===== src/hdl/lmo_pkg.sv =====
/*
  lmo_pkg: constants shared by the loop multiplexer output section and its
  serial checksum helper. Assumes a 100 MHz core clock.
*/
package lmo_pkg;
  // cell geometry: 12-bit loop cells, first received bit sits in the msb
  localparam int CELL_W = 12;
  localparam int BYTE_W = 11;
  localparam int DATA_W = 8;
  localparam int IDX_W = 4;
  localparam int MARK_POS = 11;
  localparam int ID_HI = 10;
  localparam int ID_LO = 8;
  localparam logic [IDX_W-1:0] LAST_IDX = 4'hb;
  localparam logic [IDX_W-1:0] ID_DONE_IDX = 4'h3; // idx of 4th arriving bit
  localparam logic [IDX_W-1:0] CRC_STOP_IDX = 4'h4;
  // identification codes held in the id field
  localparam logic [2:0] ID_EMPTY = 3'h0;
  localparam logic [2:0] ID_ADDR = 3'h1;
  localparam logic [2:0] ID_DATA = 3'h2;
  localparam logic [2:0] ID_CHKSUM = 3'h3;
  localparam logic [2:0] ID_NULL = 3'h4;
  localparam logic [2:0] ID_LOOP_END = 3'h5;
  // empty cell bit pattern: marker set, empty id, zero data
  localparam logic [CELL_W-1:0] EMPTY_CELL = 12'h800;
  // frame limits
  localparam logic [4:0] MAX_CELLS = 5'h10;
  // generator x^8+x^7+x^6+x+1, x^8 term implied
  localparam logic [DATA_W-1:0] CRC_POLY = 8'hc3;
  localparam logic [DATA_W-1:0] CRC_INIT = 8'h00;
  // regenerated link clock low time after each launched bit
  localparam int CLK_PERIOD_NS = 10;
  localparam int CLK_LO_NS = 40;
  localparam int CLK_LO_CYC = (CLK_LO_NS + CLK_PERIOD_NS - 1) / CLK_PERIOD_NS;
endpackage


===== src/hdl/lmo_crc8.sv =====
/*
  lmo_crc8: serial modulo-2 divider for the frame checksum.
  Assumes one bit strobe at most per clock, all inputs on mclk_i.
*/
`timescale 1ns/1ps
`default_nettype none
module lmo_crc8
  import lmo_pkg::*;
(
  // clock and reset
  input wire logic mclk_i,
  input wire logic rst_i,
  // serial bit feed
  input wire logic step_i,
  input wire logic restart_i,
  input wire logic bit_i,
  // parallel preset
  input wire logic load_i,
  input wire logic [DATA_W-1:0] load_val_i,
  // remainder
  output logic [DATA_W-1:0] crc_o
);
  logic [DATA_W-1:0] base;
  logic fb;

  // restart divides the current bit from a clean remainder
  assign base = restart_i ? CRC_INIT : crc_o;
  assign fb = bit_i ^ base[DATA_W-1];

  always_ff @(posedge mclk_i) begin
    if (rst_i) begin
      crc_o <= CRC_INIT;
    end else if (load_i) begin
      crc_o <= load_val_i;
    end else if (step_i) begin
      crc_o <= {base[DATA_W-2:0], 1'b0} ^ (fb ? CRC_POLY : CRC_INIT);
    end
  end
endmodule // lmo_crc8
`default_nettype wire


===== src/hdl/lmo_output_section.sv =====
/*
  lmo_output_section: output section of a serial loop multiplexer with the
  input-section byte overrun guard. Loop clock and data come from the previous
  element as plain pins; line adapters and the input sequencer share mclk_i.
*/
`timescale 1ns/1ps
`default_nettype none
module lmo_output_section
  import lmo_pkg::*;
(
  // clock and reset
  input wire logic mclk_i,
  input wire logic rst_i,
  // incoming loop
  input wire logic loop_clk_i,
  input wire logic loop_data_i,
  // outgoing loop
  output logic loop_clk_o,
  output logic loop_data_o,
  // line adapter select bus
  output logic [DATA_W-1:0] sel_addr_o,
  output logic sel_strobe_o,
  output logic selected_o,
  output logic [BYTE_W-1:0] byte_o,
  output logic byte_valid_o,
  output logic chk_ok_o,
  output logic chk_err_o,
  output logic ovr_err_o,
  output logic deselect_o,
  output logic synced_o,
  // input-side byte guard
  input wire logic in_sel_i,
  input wire logic in_byte_valid_i,
  output logic in_disconnect_o,
  output logic in_append_crc_o
);
  typedef enum logic [1:0] {ST_UNSYNC, ST_HUNT, ST_XFER, ST_DESEL} lmo_state_t;
  lmo_state_t state_r;
  logic clk_s1_r, clk_s2_r, clk_s3_r, dat_s1_r, dat_s2_r;
  logic rx_rise;
  logic [CELL_W-1:0] shreg_r;
  logic [CELL_W-1:0] shreg_nxt;
  logic [IDX_W-1:0] idx_r;
  logic [2:0] id_lat_r;
  logic cell_rdy_r;
  logic [4:0] cell_cnt_r;
  logic [2:0] lo_cnt_r;
  logic [4:0] in_cnt_r;
  logic [DATA_W-1:0] cell_crc, frame_crc;
  logic frame_step, frame_load;
  logic [2:0] cell_id;

  // two-flop sampling of the link pins; stage one feeds only stage two
  // clock stages reset to the idle-high pin level so release gives no false rise
  always_ff @(posedge mclk_i) begin
    if (rst_i) begin
      clk_s1_r <= 1'b1;
      clk_s2_r <= 1'b1;
      clk_s3_r <= 1'b1;
      dat_s1_r <= 1'b0;
      dat_s2_r <= 1'b0;
    end else begin
      clk_s1_r <= loop_clk_i;
      clk_s2_r <= clk_s1_r;
      clk_s3_r <= clk_s2_r;
      dat_s1_r <= loop_data_i;
      dat_s2_r <= dat_s1_r;
    end
  end

  assign rx_rise = clk_s2_r & ~clk_s3_r;
  assign shreg_nxt = {shreg_r[CELL_W-2:0], dat_s2_r};
  assign cell_id = shreg_r[ID_HI:ID_LO];

  // forward every bit untouched, independent of sync
  always_ff @(posedge mclk_i) begin
    if (rst_i) begin
      loop_data_o <= 1'b0;
    end else if (rx_rise) begin
      loop_data_o <= dat_s2_r;
    end
  end

  // rebuild clock: low while data settles, then a clean rising edge
  always_ff @(posedge mclk_i) begin
    if (rst_i) begin
      loop_clk_o <= 1'b1;
      lo_cnt_r <= 3'h0;
    end else if (rx_rise) begin
      loop_clk_o <= 1'b0;
      lo_cnt_r <= 3'(CLK_LO_CYC - 1);
    end else if (!loop_clk_o) begin
      if (lo_cnt_r == 3'h0) begin
        loop_clk_o <= 1'b1;
      end else begin
        lo_cnt_r <= lo_cnt_r - 3'h1;
      end
    end
  end

  // bit position inside the cell; a full cell raises cell_rdy next cycle
  always_ff @(posedge mclk_i) begin
    if (rst_i) begin
      shreg_r <= '0;
      idx_r <= '0;
      id_lat_r <= ID_EMPTY;
      cell_rdy_r <= 1'b0;
    end else begin
      cell_rdy_r <= 1'b0;
      if (rx_rise) begin
        shreg_r <= shreg_nxt;
        // pattern test at every bit time while unsynchronised
        if (state_r == ST_UNSYNC) begin
          idx_r <= '0;
        end else if (idx_r == LAST_IDX) begin
          idx_r <= '0;
          cell_rdy_r <= 1'b1;
        end else begin
          idx_r <= idx_r + 4'h1;
        end
        if (idx_r == ID_DONE_IDX) begin
          id_lat_r <= shreg_nxt[2:0];
        end
      end
    end
  end

  // frame checksum stops after the fourth bit of the checksum cell
  assign frame_step = rx_rise && (state_r == ST_XFER) &&
                      !(idx_r >= CRC_STOP_IDX && id_lat_r == ID_CHKSUM);
  // the frame's first bit is in the address cell, so seed from its own remainder
  assign frame_load = cell_rdy_r && (state_r == ST_HUNT) && (cell_id == ID_ADDR);

  lmo_crc8 u_cell_crc (
    .mclk_i(mclk_i),
    .rst_i(rst_i),
    .step_i(rx_rise),
    .restart_i(idx_r == 4'h0),
    .bit_i(dat_s2_r),
    .load_i(1'b0),
    .load_val_i(CRC_INIT),
    .crc_o(cell_crc)
  );

  lmo_crc8 u_frame_crc (
    .mclk_i(mclk_i),
    .rst_i(rst_i),
    .step_i(frame_step),
    .restart_i(1'b0),
    .bit_i(dat_s2_r),
    .load_i(frame_load),
    .load_val_i(cell_crc),
    .crc_o(frame_crc)
  );

  // frame sequencer and adapter bus; pulses last one cycle
  always_ff @(posedge mclk_i) begin
    if (rst_i) begin
      state_r <= ST_UNSYNC;
      selected_o <= 1'b0;
      sel_addr_o <= '0;
      sel_strobe_o <= 1'b0;
      byte_o <= '0;
      byte_valid_o <= 1'b0;
      chk_ok_o <= 1'b0;
      chk_err_o <= 1'b0;
      ovr_err_o <= 1'b0;
      deselect_o <= 1'b0;
      cell_cnt_r <= '0;
    end else begin
      sel_strobe_o <= 1'b0;
      byte_valid_o <= 1'b0;
      chk_ok_o <= 1'b0;
      chk_err_o <= 1'b0;
      ovr_err_o <= 1'b0;
      deselect_o <= 1'b0;
      unique case (state_r)
        ST_UNSYNC: begin
          // sync on the empty cell pattern
          if (rx_rise && shreg_nxt == EMPTY_CELL) begin
            state_r <= ST_HUNT;
          end
        end
        ST_HUNT: begin
          if (cell_rdy_r) begin
            if (!shreg_r[MARK_POS]) begin
              state_r <= ST_UNSYNC; // marker lost: cell framing is wrong
            end else if (cell_id == ID_ADDR) begin
              // address and strobe to all adapters together
              sel_addr_o <= shreg_r[DATA_W-1:0];
              sel_strobe_o <= 1'b1;
              selected_o <= 1'b1;
              cell_cnt_r <= 5'h1;
              state_r <= ST_XFER;
            end
          end
        end
        ST_XFER: begin
          if (cell_rdy_r) begin
            if (cell_id == ID_CHKSUM) begin
              // no byte for the checksum cell, report the compare
              chk_ok_o <= (shreg_r[DATA_W-1:0] == frame_crc);
              chk_err_o <= (shreg_r[DATA_W-1:0] != frame_crc);
              state_r <= ST_DESEL;
            end else if (cell_cnt_r == MAX_CELLS) begin
              ovr_err_o <= 1'b1;
              state_r <= ST_DESEL;
            end else begin
              // byte is the cell minus its marker
              byte_o <= shreg_r[BYTE_W-1:0];
              byte_valid_o <= 1'b1;
              cell_cnt_r <= cell_cnt_r + 5'h1;
            end
          end
        end
        ST_DESEL: begin
          // result went out last cycle; now release and hunt
          deselect_o <= 1'b1;
          selected_o <= 1'b0;
          state_r <= ST_HUNT;
        end
      endcase
    end
  end

  assign synced_o = (state_r != ST_UNSYNC);

  // input side guard: the seventeenth byte disconnects and closes with the checksum
  always_ff @(posedge mclk_i) begin
    if (rst_i) begin
      in_cnt_r <= '0;
      in_disconnect_o <= 1'b0;
      in_append_crc_o <= 1'b0;
    end else begin
      in_disconnect_o <= 1'b0;
      in_append_crc_o <= 1'b0;
      if (!in_sel_i) begin
        in_cnt_r <= '0;
      end else if (in_byte_valid_i) begin
        if (in_cnt_r == MAX_CELLS) begin
          in_disconnect_o <= 1'b1;
          in_append_crc_o <= 1'b1;
        end else begin
          in_cnt_r <= in_cnt_r + 5'h1;
        end
      end
    end
  end

  property p_fwd;
    @(posedge mclk_i) disable iff (rst_i) rx_rise |=> loop_data_o == $past(dat_s2_r);
  endproperty
  a_fwd: assert property (p_fwd) else $error("bit not forwarded");

  property p_regen;
    @(posedge mclk_i) disable iff (rst_i) rx_rise |=> (!loop_clk_o) [*4] ##1 loop_clk_o;
  endproperty
  a_regen: assert property (p_regen) else $error("regenerated clock shape wrong");

  property p_sync;
    @(posedge mclk_i) disable iff (rst_i)
      (state_r == ST_UNSYNC && rx_rise && shreg_nxt == EMPTY_CELL) |=> synced_o;
  endproperty
  a_sync: assert property (p_sync) else $error("empty cell did not sync");

  property p_strobe;
    @(posedge mclk_i) disable iff (rst_i) sel_strobe_o |-> selected_o && $past(cell_id) == ID_ADDR;
  endproperty
  a_strobe: assert property (p_strobe) else $error("strobe without address cell");

  property p_byte;
    @(posedge mclk_i) disable iff (rst_i)
      byte_valid_o |-> selected_o && byte_o == $past(shreg_r[BYTE_W-1:0]) && $past(cell_id) != ID_CHKSUM;
  endproperty
  a_byte: assert property (p_byte) else $error("byte does not match cell");

  property p_result;
    @(posedge mclk_i) disable iff (rst_i)
      (chk_ok_o || chk_err_o) |-> selected_o && !(chk_ok_o && chk_err_o) && !byte_valid_o;
  endproperty
  a_result: assert property (p_result) else $error("bad checksum report");

  property p_err_first;
    @(posedge mclk_i) disable iff (rst_i) (chk_err_o || ovr_err_o) |=> deselect_o ##1 !selected_o;
  endproperty
  a_err_first: assert property (p_err_first) else $error("error not ahead of deselect");

  property p_rehunt;
    @(posedge mclk_i) disable iff (rst_i) deselect_o |-> state_r == ST_HUNT && !selected_o;
  endproperty
  a_rehunt: assert property (p_rehunt) else $error("no return to hunting");

  property p_ovr;
    @(posedge mclk_i) disable iff (rst_i) ovr_err_o |-> cell_cnt_r == MAX_CELLS;
  endproperty
  a_ovr: assert property (p_ovr) else $error("overrun at wrong count");

  property p_reset;
    @(posedge mclk_i) rst_i |=> !synced_o && !selected_o && frame_crc == CRC_INIT;
  endproperty
  a_reset: assert property (p_reset) else $error("reset state wrong");

  property p_in_ovr;
    @(posedge mclk_i) disable iff (rst_i) in_disconnect_o |-> in_append_crc_o && $past(in_cnt_r) == MAX_CELLS;
  endproperty
  a_in_ovr: assert property (p_in_ovr) else $error("input overrun wrong");

  c_sync: cover property (@(posedge mclk_i) disable iff (rst_i) $rose(synced_o));
  c_ok: cover property (@(posedge mclk_i) disable iff (rst_i) chk_ok_o);
  c_err: cover property (@(posedge mclk_i) disable iff (rst_i) chk_err_o);
  c_ovr: cover property (@(posedge mclk_i) disable iff (rst_i) ovr_err_o);
endmodule // lmo_output_section
`default_nettype wire


===== config.mk =====
export PLATFORM = sky130hd
export DESIGN_NAME = lmo_output_section
export DESIGN_NICKNAME = d
export VERILOG_FILES = /design/src/hdl/lmo_pkg.sv /design/src/hdl/lmo_crc8.sv /design/src/hdl/lmo_output_section.sv
export SDC_FILE = /design/constraint.sdc
export NUM_CORES = 1
export LEC_CHECK = 0
export BUFFER_PORTS_ARGS = -buffer_cell sky130_fd_sc_hd__buf_2
export CAP_MARGIN = 20
export CORE_ASPECT_RATIO = 0.75
export CORE_MARGIN = 1.5
export CORE_UTILIZATION = 56
export DETAILED_ROUTE_END_ITERATION = 8
export PLACE_DENSITY_LB_ADDON = 0.12
export SYNTH_ARGS = -nofsm -noshare
export SYNTH_HDL_FRONTEND = slang
export SYNTH_SLANG_ARGS = --single-unit

===== constraint.sdc =====
create_clock -name mclk_i -period 2.1 [get_ports mclk_i]
set_input_delay 0.21 -clock mclk_i [delete_from_list [all_inputs] [get_ports mclk_i]]
set_output_delay 0.21 -clock mclk_i [all_outputs]
set_load 0.05 [all_outputs]

== Word-level counts from Yosys, hierarchy flattened ==
Cells that the tools add are included.
Word-level totals
  register bits: 85
  output and inout bits: 31
  word-level logic and storage cells: 143
Operators by class
  add/sub/neg operators: 4
  order comparisons: 1
  eq/ne operators: 24
  muxes and demuxes: 38
  bitwise gates (word level): 18
  reduce and logical (&&, ||, !) cells: 30
Operator list (count)
  $mux W8: 5
  $mux W5: 6
  $mux W2: 10
  $xor A8 B8 Y8: 2
  $not A1 Y1: 13
  $eq A12 B12 Y1 const B: 1
  $mux W1: 12
  $ne A2 B2 Y1 const B: 6
  $reduce_and A4 Y1: 3
  $reduce_or A4 Y1: 3
  $add A5 B1 Y5 const B: 2
  $eq A5 B5 Y1 const B: 2
  $pmux W5 S2: 1
  $eq A8 B8 Y1: 1
  $mux W4: 2
  $ne A8 B8 Y1: 1
  $pmux W2 S4: 1
  $reduce_and A2 Y1: 4
  $reduce_bool A2 Y1: 4
  $reduce_and A7 Y1: 1
  $eq A3 B2 Y1 const B: 2
  $logic_and A1 B1 Y1: 6
  $ne A2 B1 Y1 const B: 3
  $reduce_or A3 Y1: 2
  other kinds (19): 22

== Longest topological paths before layout ==
Gate-level depths: netlist of run 1.
  word-level depth: 6
  depth in mapped cells: 7
  depth with buffers taken out: 6

== Hierarchy ==
Synthesis of run 1 repeated with hierarchy kept, for this count alone.
Second synthesis, totals
  cells, all modules: 471
  area total of the unflattened synthesis: 3858.7 µm²
By module, submodules not included
  lmo_output_section: times used 1, cells each 343, area each 2907.8 µm², sequential area each 1361.3 µm²
  lmo_crc8: times used 2, cells each 64, area each 475.5 µm², sequential area each 160.2 µm²

== Worst setup path after synthesis of run 1 ==
No wires, ideal clock.
  path kind: register to register
  start point: register shreg_r[0]
  end point: register state_r[0]
  data arrival time: 1.951 ns
  required time: 1.977 ns
  setup slack: 0.025 ns
  stages on the path, launching flop included: 5
  buffers on the path: 0
  clock period less this slack: 2.075 ns
  path through: dfxtp_1 or4b_1 o41ai_2 o221a_2 mux2_1
Between the ends
  longest elaborated chain between the ends: 4
RTL lines
  start, declared: line lmo_output_section.sv:41  | logic [CELL_W-1:0] shreg_r;
  start signal, assigned: line lmo_output_section.sv:111  | shreg_r <= shreg_nxt;
  $eq A12 B12 Y1: line lmo_output_section.sv:180  | if (rx_rise && shreg_nxt == EMPTY_CELL) begin
  $logic_and A1 B1 Y1: line lmo_output_section.sv:180
  $ne A2 B1 Y1 (no line)
  $reduce_and A5 Y1 (no line)
  end signal, assigned: line lmo_output_section.sv:181  | state_r <= ST_HUNT;
  end signal, assigned: line lmo_output_section.sv:187  | state_r <= ST_UNSYNC;
  end signal, assigned: line lmo_output_section.sv:194  | state_r <= ST_XFER;
  end, declared: line lmo_output_section.sv:38  | lmo_state_t state_r;
No other way between the ends.
A chain may end at the register's enable or synchronous reset.

== Final worst setup path of run 1 ==
  start point: register cell_cnt_r[0]
  end point: register cell_cnt_r[2]
Between the ends
  longest elaborated chain between the ends: 5
  elaborated cells between the ends (all ways): 8
RTL lines
  start, declared: line lmo_output_section.sv:46  | logic [4:0] cell_cnt_r;
  start signal, assigned: line lmo_output_section.sv:212  | cell_cnt_r <= cell_cnt_r + 5'h1;
  $add A5 B1 Y5: line lmo_output_section.sv:212
  $mux W5: line lmo_output_section.sv:205  | end else if (cell_cnt_r == MAX_CELLS) begin
  $mux W5: line lmo_output_section.sv:200  | if (cell_id == ID_CHKSUM) begin
  $mux W5: line lmo_output_section.sv:199  | if (cell_rdy_r) begin
  $pmux W5 S2: line lmo_output_section.sv:177  | unique case (state_r)
Parallel ways exist; a longest one is shown, timed or not. The select of a mux whose other input is x is not followed.

==> qor.csv, run 1 <==
stage,metric,value,unit
synth,synthMuxAreaShare,8.49,%
synth,synth-simple-area-share,21.2,%
synth,synthArstFlopShare,0,%
routing,via_count,2997,
critical_path,crit_chain,"inv_1, ha_1, and4bb_2, o21ai_0, a41oi_1, mux2_2",
timing,finalSetupViolCount,0,
layout,nets,470,
timing,slew_headroom,59.7,%
synth,ys_ff_latch,84,
place,place_congestion,0.851,
synth,synthCells,410,
global_routing,grt_overflow,0,
clock_network,clockRootBuffer,clkbuf_8,
power_and_ir_drop,power_density,707,mW/mm2
die,die_w,96.9,um
clock_network,htree_levels,3,
die,rows,25,
timing,worst_pin_slew,599,ps
place,placed_area,0.00403,mm2
critical_path,critical-path-top-delay-family,compound AO/OA/AOI/OAI gates,
critical_path,cp_slowest_stage_delay,470,ps
layout,fillers,551,
worst_hold_path,hold_class,input port to flop,
critical_path,startpoint_type,flop,
clock_network,cts_sinks,84,
synth,synth_top_family_by_area,simple AND/OR/NAND/NOR gates,
routing,wirelength,7820,um
global_routing,grt_max_degree,28,
clock_network,ctsHoldBuffers,0,
global_routing,track_usage,22.6,%
routing,drt_iter0_drc,128,
critical_path,crit_type,flop to flop,
timing,hold_viol,0,
place,dp_hpwl,5460,um
timing,slew_viol_final,0,
timing,rsz0062_at_grt,false,
clock_network,tritoncts,built,
synth,synth_xor_area_share,4.26,%
die,initial_core_util,58.3,%
job,max_cap_viol_count,0,
synth,ys_seq_area_share,45.4,%
synth,synth-edff-count,0,
critical_path,cp-end-kind,flop,
routing,wl_per_cell,14.5,um
routing,antenna_left,0,
routing,vias_per_cell,5.57,
global_routing,first_global_vias,2731,
routing,drcViolationCount,0,
layout,fin_area,0.00426,mm2
layout,drive_above_1_share,19.3,%
global_routing,grt_pass1_wl,12800,um
power_and_ir_drop,ir_worst_vdd,0.000371,V
synth,synth_compound_area_share,12.2,%
layout,final_cells,538,
synth,synth_area_per_cell,9.03,um2
die,die_y,73.4,um
run_status,status,completed,
critical_path,path_max_fanout,5,
place,placed_cells,522,
clock_network,insertion_delay,360,ps
critical_path,required,2350,ps
synth,synth_top_flop_cell,dfxtp_1,
synth,syn_area,0.00370,mm2
routing,dr.pass1.iters,4,
layout,area_growth,15.1,%
critical_path,crit_path_top_delay_cell,o21ai_0,
synth,yosys.area_share.adder,4.06,%
clock_network,clk_pin_slew,80,ps
die,pin_count,37,
timing,fmaxAchievable,514,MHz
synth,ys_warn_count,0,
timing,fin_skew,8.04,ps
clock_network,cts_buffers,9,
critical_path,critPathBufInv,1,
die,dieArea,0.00711,mm2
global_routing,antenna_found_initial,0,
synth,syn_nets,428,
place,portBuffers,36,
timing,post-route-period-util,92.6,%
clock_network,cts_buffer_depth,2,
timing,min_period,1950,ps
die,core-area,0.00635,mm2
layout,antennaDiodeCount,0,
timing,setup-tns-final,0,ps
synth,yosysUniqueCellTypes,56,
power_and_ir_drop,p_leak,1.73,nW
critical_path,arrival,2200,ps
metal layers:
layer	track usage (%)	wire (um)	vias to the layer above
met1	31.3	3930	1403
li1	-	-	1512
met2	35.2	3440	72
met5	0	0	-
met3	5.71	356	10
met4	6.44	93	0
placed cells by master, fill, tap and decap left out, drive strengths merged, types with 4 or more instances in the layout:
master,n
xnor2,13
a21oi,25
ha,12
xor2,5
clkbuf,9
nor2b,4
nand3,13
buf,53
nand4,9
o21ai,6
inv,20
nor3,7
dfxtp,84
and3,5
nor3b,4
nand2,49
nor4,4
or2,4
a211oi,5
nor2,44
mux2i,28
synthesized netlist by cell type, types with 2 or more instances:
cell type / instances / area [um2]
buf_2: 3 / 15.0
buf_4: 2 / 15.0
mux2_2: 2 / 22.5
a31o_2: 2 / 17.5
o21ai_0: 6 / 30.0
nand3_1: 13 / 65.1
o31ai_1: 2 / 15.0
dfxtp_1: 84 / 1680
clkbuf_1: 16 / 60.1
nand2b_1: 2 / 12.5
o21a_1: 2 / 15.0
nand2_1: 49 / 184
xnor2_1: 13 / 114
a211o_1: 2 / 17.5
o221a_2: 2 / 22.5
nor3_1: 7 / 35.0
nor3b_1: 4 / 30.0
or3_1: 2 / 12.5
nor2b_1: 4 / 25.0
and3_1: 5 / 31.3
a21oi_1: 25 / 125
nor2_1: 44 / 165
a21boi_0: 2 / 15.0
xor2_1: 5 / 43.8
a211oi_1: 5 / 37.5
ha_1: 12 / 150
or3b_2: 3 / 26.3
inv_1: 18 / 67.6
nand4_1: 9 / 56.3
mux2i_1: 28 / 280
or2_2: 4 / 25.0
nand3b_1: 2 / 15.0
nor4_1: 4 / 25.0
a311oi_1: 3 / 26.3
o2111ai_1: 3 / 26.3
cell type report:
cell class	instances	area, um2	share of cell area [%]
Sequential cell	84	1680	39.5
Multi-Input combinational cell	286	1870	43.8
Clock buffer	9	124	2.91
Inverter	18	67.6	1.59
Clock inverter	7	98.8	2.32
Tap cell	81	101	2.38
Timing Repair Buffer	53	320	7.52
kinds of logic (layout without fill, tap and decap cells):
group / Yosys count / in the layout
and+or+nand+nor: 160 / 160
adders and majority gates: 12 / 12
buffers and inverters: 40 / 87
DFF: 84 / 84
muxes: 31 / 31
AOI/OAI and AO/OA: 65 / 65
xor gates and xnor gates: 18 / 18
worst paths after layout:
check	from	depth (start not counted)	slack (ps)	end
hold / removal	loop_clk_i	2	40	clk_s1_r
setup / recovery	cell_cnt_r[0]	6	150	cell_cnt_r[2]
hold reg to reg	clk_s1_r	1	410	clk_s2_r
setup reg to reg	cell_cnt_r[0]	6	150	cell_cnt_r[2]
worst register-to-register path, stage by stage (launching register included):
cell      delay [ps]
dfxtp_1          410
inv_1             60
ha_1             190
and4bb_2         250
o21ai_0          470
a41oi_1          180
mux2_2           280
through the flow:
stage               setup WS (ps)  util, %  hold WS, ps  power (W)
finish                        155     67.1         36.2    0.00301
global route                 18.1     67.1         38.2    0.00311
detailed placement            164     63.5          396    0.00178
floorplan                    25.3        -          314    0.00174
global placement              220     63.5          395    0.00178
CTS                           157     67.0         29.7    0.00303
flip-flops by register name (all words and copies together) (netlist names), 2 cells and up:
name,count
idx_r,4
lo_cnt_r,3
in_cnt_r,5
u_frame_crc.crc_o,8
sel_addr_o,8
id_lat_r,3
byte_o,11
u_cell_crc.crc_o,8
shreg_r,12
cell_cnt_r,5
state_r,2
power by group:
| group | internal (W) | switching [W] |
|---|---|---|
| sequential | 0.00160 | 0.00000823 |
| clock | 0.000677 | 0.000590 |
| combinational | 0.0000463 | 0.0000882 |
repair_timing:
item                                    4_1_cts  5_1_grt
endpoints found under the setup margin        0        1
resized for setup                             0        1
buffers inserted                              0        0
Note: power is estimated with default switching activity, not from simulation.
==> inputs of run 2 (changes only) <==
SYNTH_HIERARCHICAL = 1   (was default)
==> qor.csv, run 2 <==
stage,metric,value,unit,change
die,die_y,74.9,um,+2.0%
layout,mostFrequentLayoutCells,"dfxtp_1, nand2_1, a21oi_1, nor2_1, buf_2",,
routing,vias_per_cell,5.39,,-3.3%
synth,yosys.area.top_type,dfxtp_1,,
timing,hold_slack,27.4,ps,-8.77 ps
synth,synthMuxAreaShare,2.11,%,-6.4 points
place,portBuffers,36,,unchanged
synth,syn_area,0.00386,mm2,+4.3%
die,initial_core_util,59.6,%,+1.3 points
synth,synth_top_family_by_area,simple AND/OR/NAND/NOR gates,,
layout,nets,535,,+14%
layout,drive_above_1_share,14.8,%,-4.5 points
timing,setup-tns-final,0,ps,unchanged
job,max_cap_viol_count,0,,unchanged
synth,ys_warn_count,6,,+6
layout,antennaDiodeCount,0,,unchanged
clock_network,postCtsSetupBuffers,0,,unchanged
layout,largest_reg_flops,12,,unchanged
clock_network,clockRootBuffer,clkbuf_8,,
place,dp_hpwl,5570,um,+1.9%
power_and_ir_drop,finalPower,0.00295,W,-2.0%
routing,via_count,3248,,+8.4%
timing,setup_ws,167,ps,+12.0 ps
clock_network,cts_buffers,9,,unchanged
routing,drcViolationCount,4,,+4
routing,wl_per_cell,13.9,um,-4.5%
layout,final_cells,603,,+12%
power_and_ir_drop,ir_worst_vdd,0.000416,V,+12%
die,rows,25,,unchanged
timing,fmaxAchievable,517,MHz,+0.62%
run_status,status,finished with violations,,
critical_path,crit_path_top_delay_cell,or4_1,,
timing,finalSetupViolCount,0,,unchanged
critical_path,critPathBufInv,1,,unchanged
synth,ys_seq_area_share,43.6,%,-1.9 points
worst_hold_path,hold_class,input port to flop,,
synth,synthArstFlopShare,0,%,unchanged
synth,synth_top_flop_cell,dfxtp_1,,
die,pin_count,37,,unchanged
timing,hold_viol,0,,unchanged
synth,synth_compound_area_share,14.5,%,+2.3 points
global_routing,antenna_found_initial,0,,unchanged
global_routing,grt_overflow,0,,unchanged
global_routing,grt_pass1_wl,13900,um,+8.6%
synth,synth-edff-count,0,,unchanged
timing,slew_headroom,60.1,%,+0.35 points
timing,slew_viol_final,0,,unchanged
clock_network,cts_sinks,84,,unchanged
die,dieArea,0.00740,mm2,+4.1%
place,place_congestion,0.810,,-4.9%
clock_network,tritoncts,built,,
routing,drt_iter0_drc,244,,+91%
die,core-area,0.00647,mm2,+2.0%
synth,synthCells,471,,+15%
synth,synth_xor_area_share,4.31,%,+0.053 points
global_routing,grt_max_degree,58,,+110%
power_and_ir_drop,p_leak,1.68,nW,-3.0%
power_and_ir_drop,power_density,674,mW/mm2,-4.7%
synth,synth_area_per_cell,8.19,um2,-9.2%
critical_path,cp-end-kind,flop,,
clock_network,htree_levels,3,,unchanged
critical_path,arrival,2230,ps,+30 ps
synth,yosysUniqueCellTypes,56,,unchanged
routing,antenna_left,0,,unchanged
clock_network,insertion_delay,360,ps,about the same
critical_path,cp_slowest_stage_delay,470,ps,about the same
critical_path,path_max_fanout,6,,+1
place,placed_cells,587,,+12%
timing,fin_skew,8.68,ps,+0.642 ps
critical_path,crit_chain,"inv_1, ha_1, and4bb_2, or3_4, or4_1, a21boi_1",,
place,place_ws,153,ps,-10.4 ps
critical_path,critical-path-top-delay-family,simple AND/OR/NAND/NOR gates,,
synth,synth-simple-area-share,26.2,%,+5.0 points
synth,synth_most_common_cell,dfxtp_1,,
global_routing,track_usage,23.8,%,+1.2 points
synth,ys_ff_latch,84,,unchanged
synth,yosys-top-cells-count,"dfxtp_1, nand2_1, a21oi_1",,
critical_path,required,2400,ps,+50 ps
die,die_w,98.9,um,+2.0%
routing,dr.pass1.iters,6,,+2
critical_path,crit_type,flop to flop,,
run_status,violations,DRC,,
synth,yosys.area_share.adder,3.89,%,-0.17 points
clock_network,cts_buffer_depth,2,,unchanged
timing,post-route-period-util,92.1,%,-0.57 points
synth,synth_area_leaders,"dfxtp_1, nand2_1, a21oi_1, ha_1, nor2_1",,
layout,area_growth,13.5,%,
timing,worst_pin_slew,599,ps,+0.0751 ps
global_routing,first_global_vias,2992,,+9.6%
layout,top_register,shreg_r,,
synth,synth_top_area_share,43.6,%,-1.9 points
timing,min_period,1930,ps,-12.0 ps
clock_network,clk_pin_slew,80,ps,about the same
timing,rsz0062_at_grt,false,,
layout,top_regs,"shreg_r (12), byte_o (11)",,
layout,layout_commonest_cell,dfxtp_1,,
critical_path,startpoint_type,flop,,
routing,wirelength,8370,um,+7.0%
## run 2: layout make-up
cell class | count | area, um2
flip-flops and latches | 84 | 1680
multi-input cells | 353 | 2040
repair buffers | 48 | 270
clock buffers | 11 | 151
clock inverters | 5 | 57.6
well taps | 81 | 101
inverters | 21 | 78.8
fillers | 555 | 2100
## run 2: kinds of logic (layout without fill, tap and decap cells)
logic type	after synthesis	in the layout
other cells	1	18
xor+xnor	19	19
mux	8	8
fa+ha+maj	12	12
buf+inv	51	85
flops	84	84
simple gates	202	202
compound gates	94	94
## run 2: worst paths after layout
check | startpoint | endpoint | slack, ps | cells after the start
setup / recovery | cell_cnt_r[0] | cell_cnt_r[4] | 170 | 6
hold / removal | loop_clk_i | clk_s1_r | 30 | 2
setup reg to reg | cell_cnt_r[0] | cell_cnt_r[4] | 170 | 6
hold reg to reg | clk_s1_r | clk_s2_r | 430 | 1
## run 2: metal layers
| layer | track usage, % | vias to the layer above | wire, um | part of all wire, % |
|---|---|---|---|---|
| met1 | 31.7 | 1504 | 3980 | 48 |
| met2 | 39.1 | 61 | 3930 | 47 |
| met4 | 7.46 | 0 | 39 | 0.47 |
| met3 | 5.57 | 4 | 419 | 5.0 |
| met5 | 0 | - | 0 | 0 |
| li1 | - | 1679 | - | - |
## run 2: report_power, final
part / internal [W] / switching, W
clock: 0.000617 / 0.000587
sequential: 0.00161 / 0.0000142
combinational: 0.0000433 / 0.0000829
## run 2: per-stage QoR
stage,util (%),cell area [um2]
3_3_place_gp,64.4,4170
6_report,67.6,4380
3_5_place_dp,64.4,4170
4_1_cts,67.6,4380
5_1_grt,67.6,4380
2_1_floorplan,-,3920
## run 2: what timing repair did
action / in CTS / in global routing
endpoints found under the hold margin: 0 / 0
endpoints found under the setup margin: 0 / 1
resized for setup: 0 / 2
hold buffers: 0 / 0
## run 2: worst reg2reg max path, stage by stage, from the launching register on
cell	delay (ps)
dfxtp_1	360
inv_1	90
ha_1	190
and4bb_2	250
or3_4	370
or4_1	470
a21boi_1	140
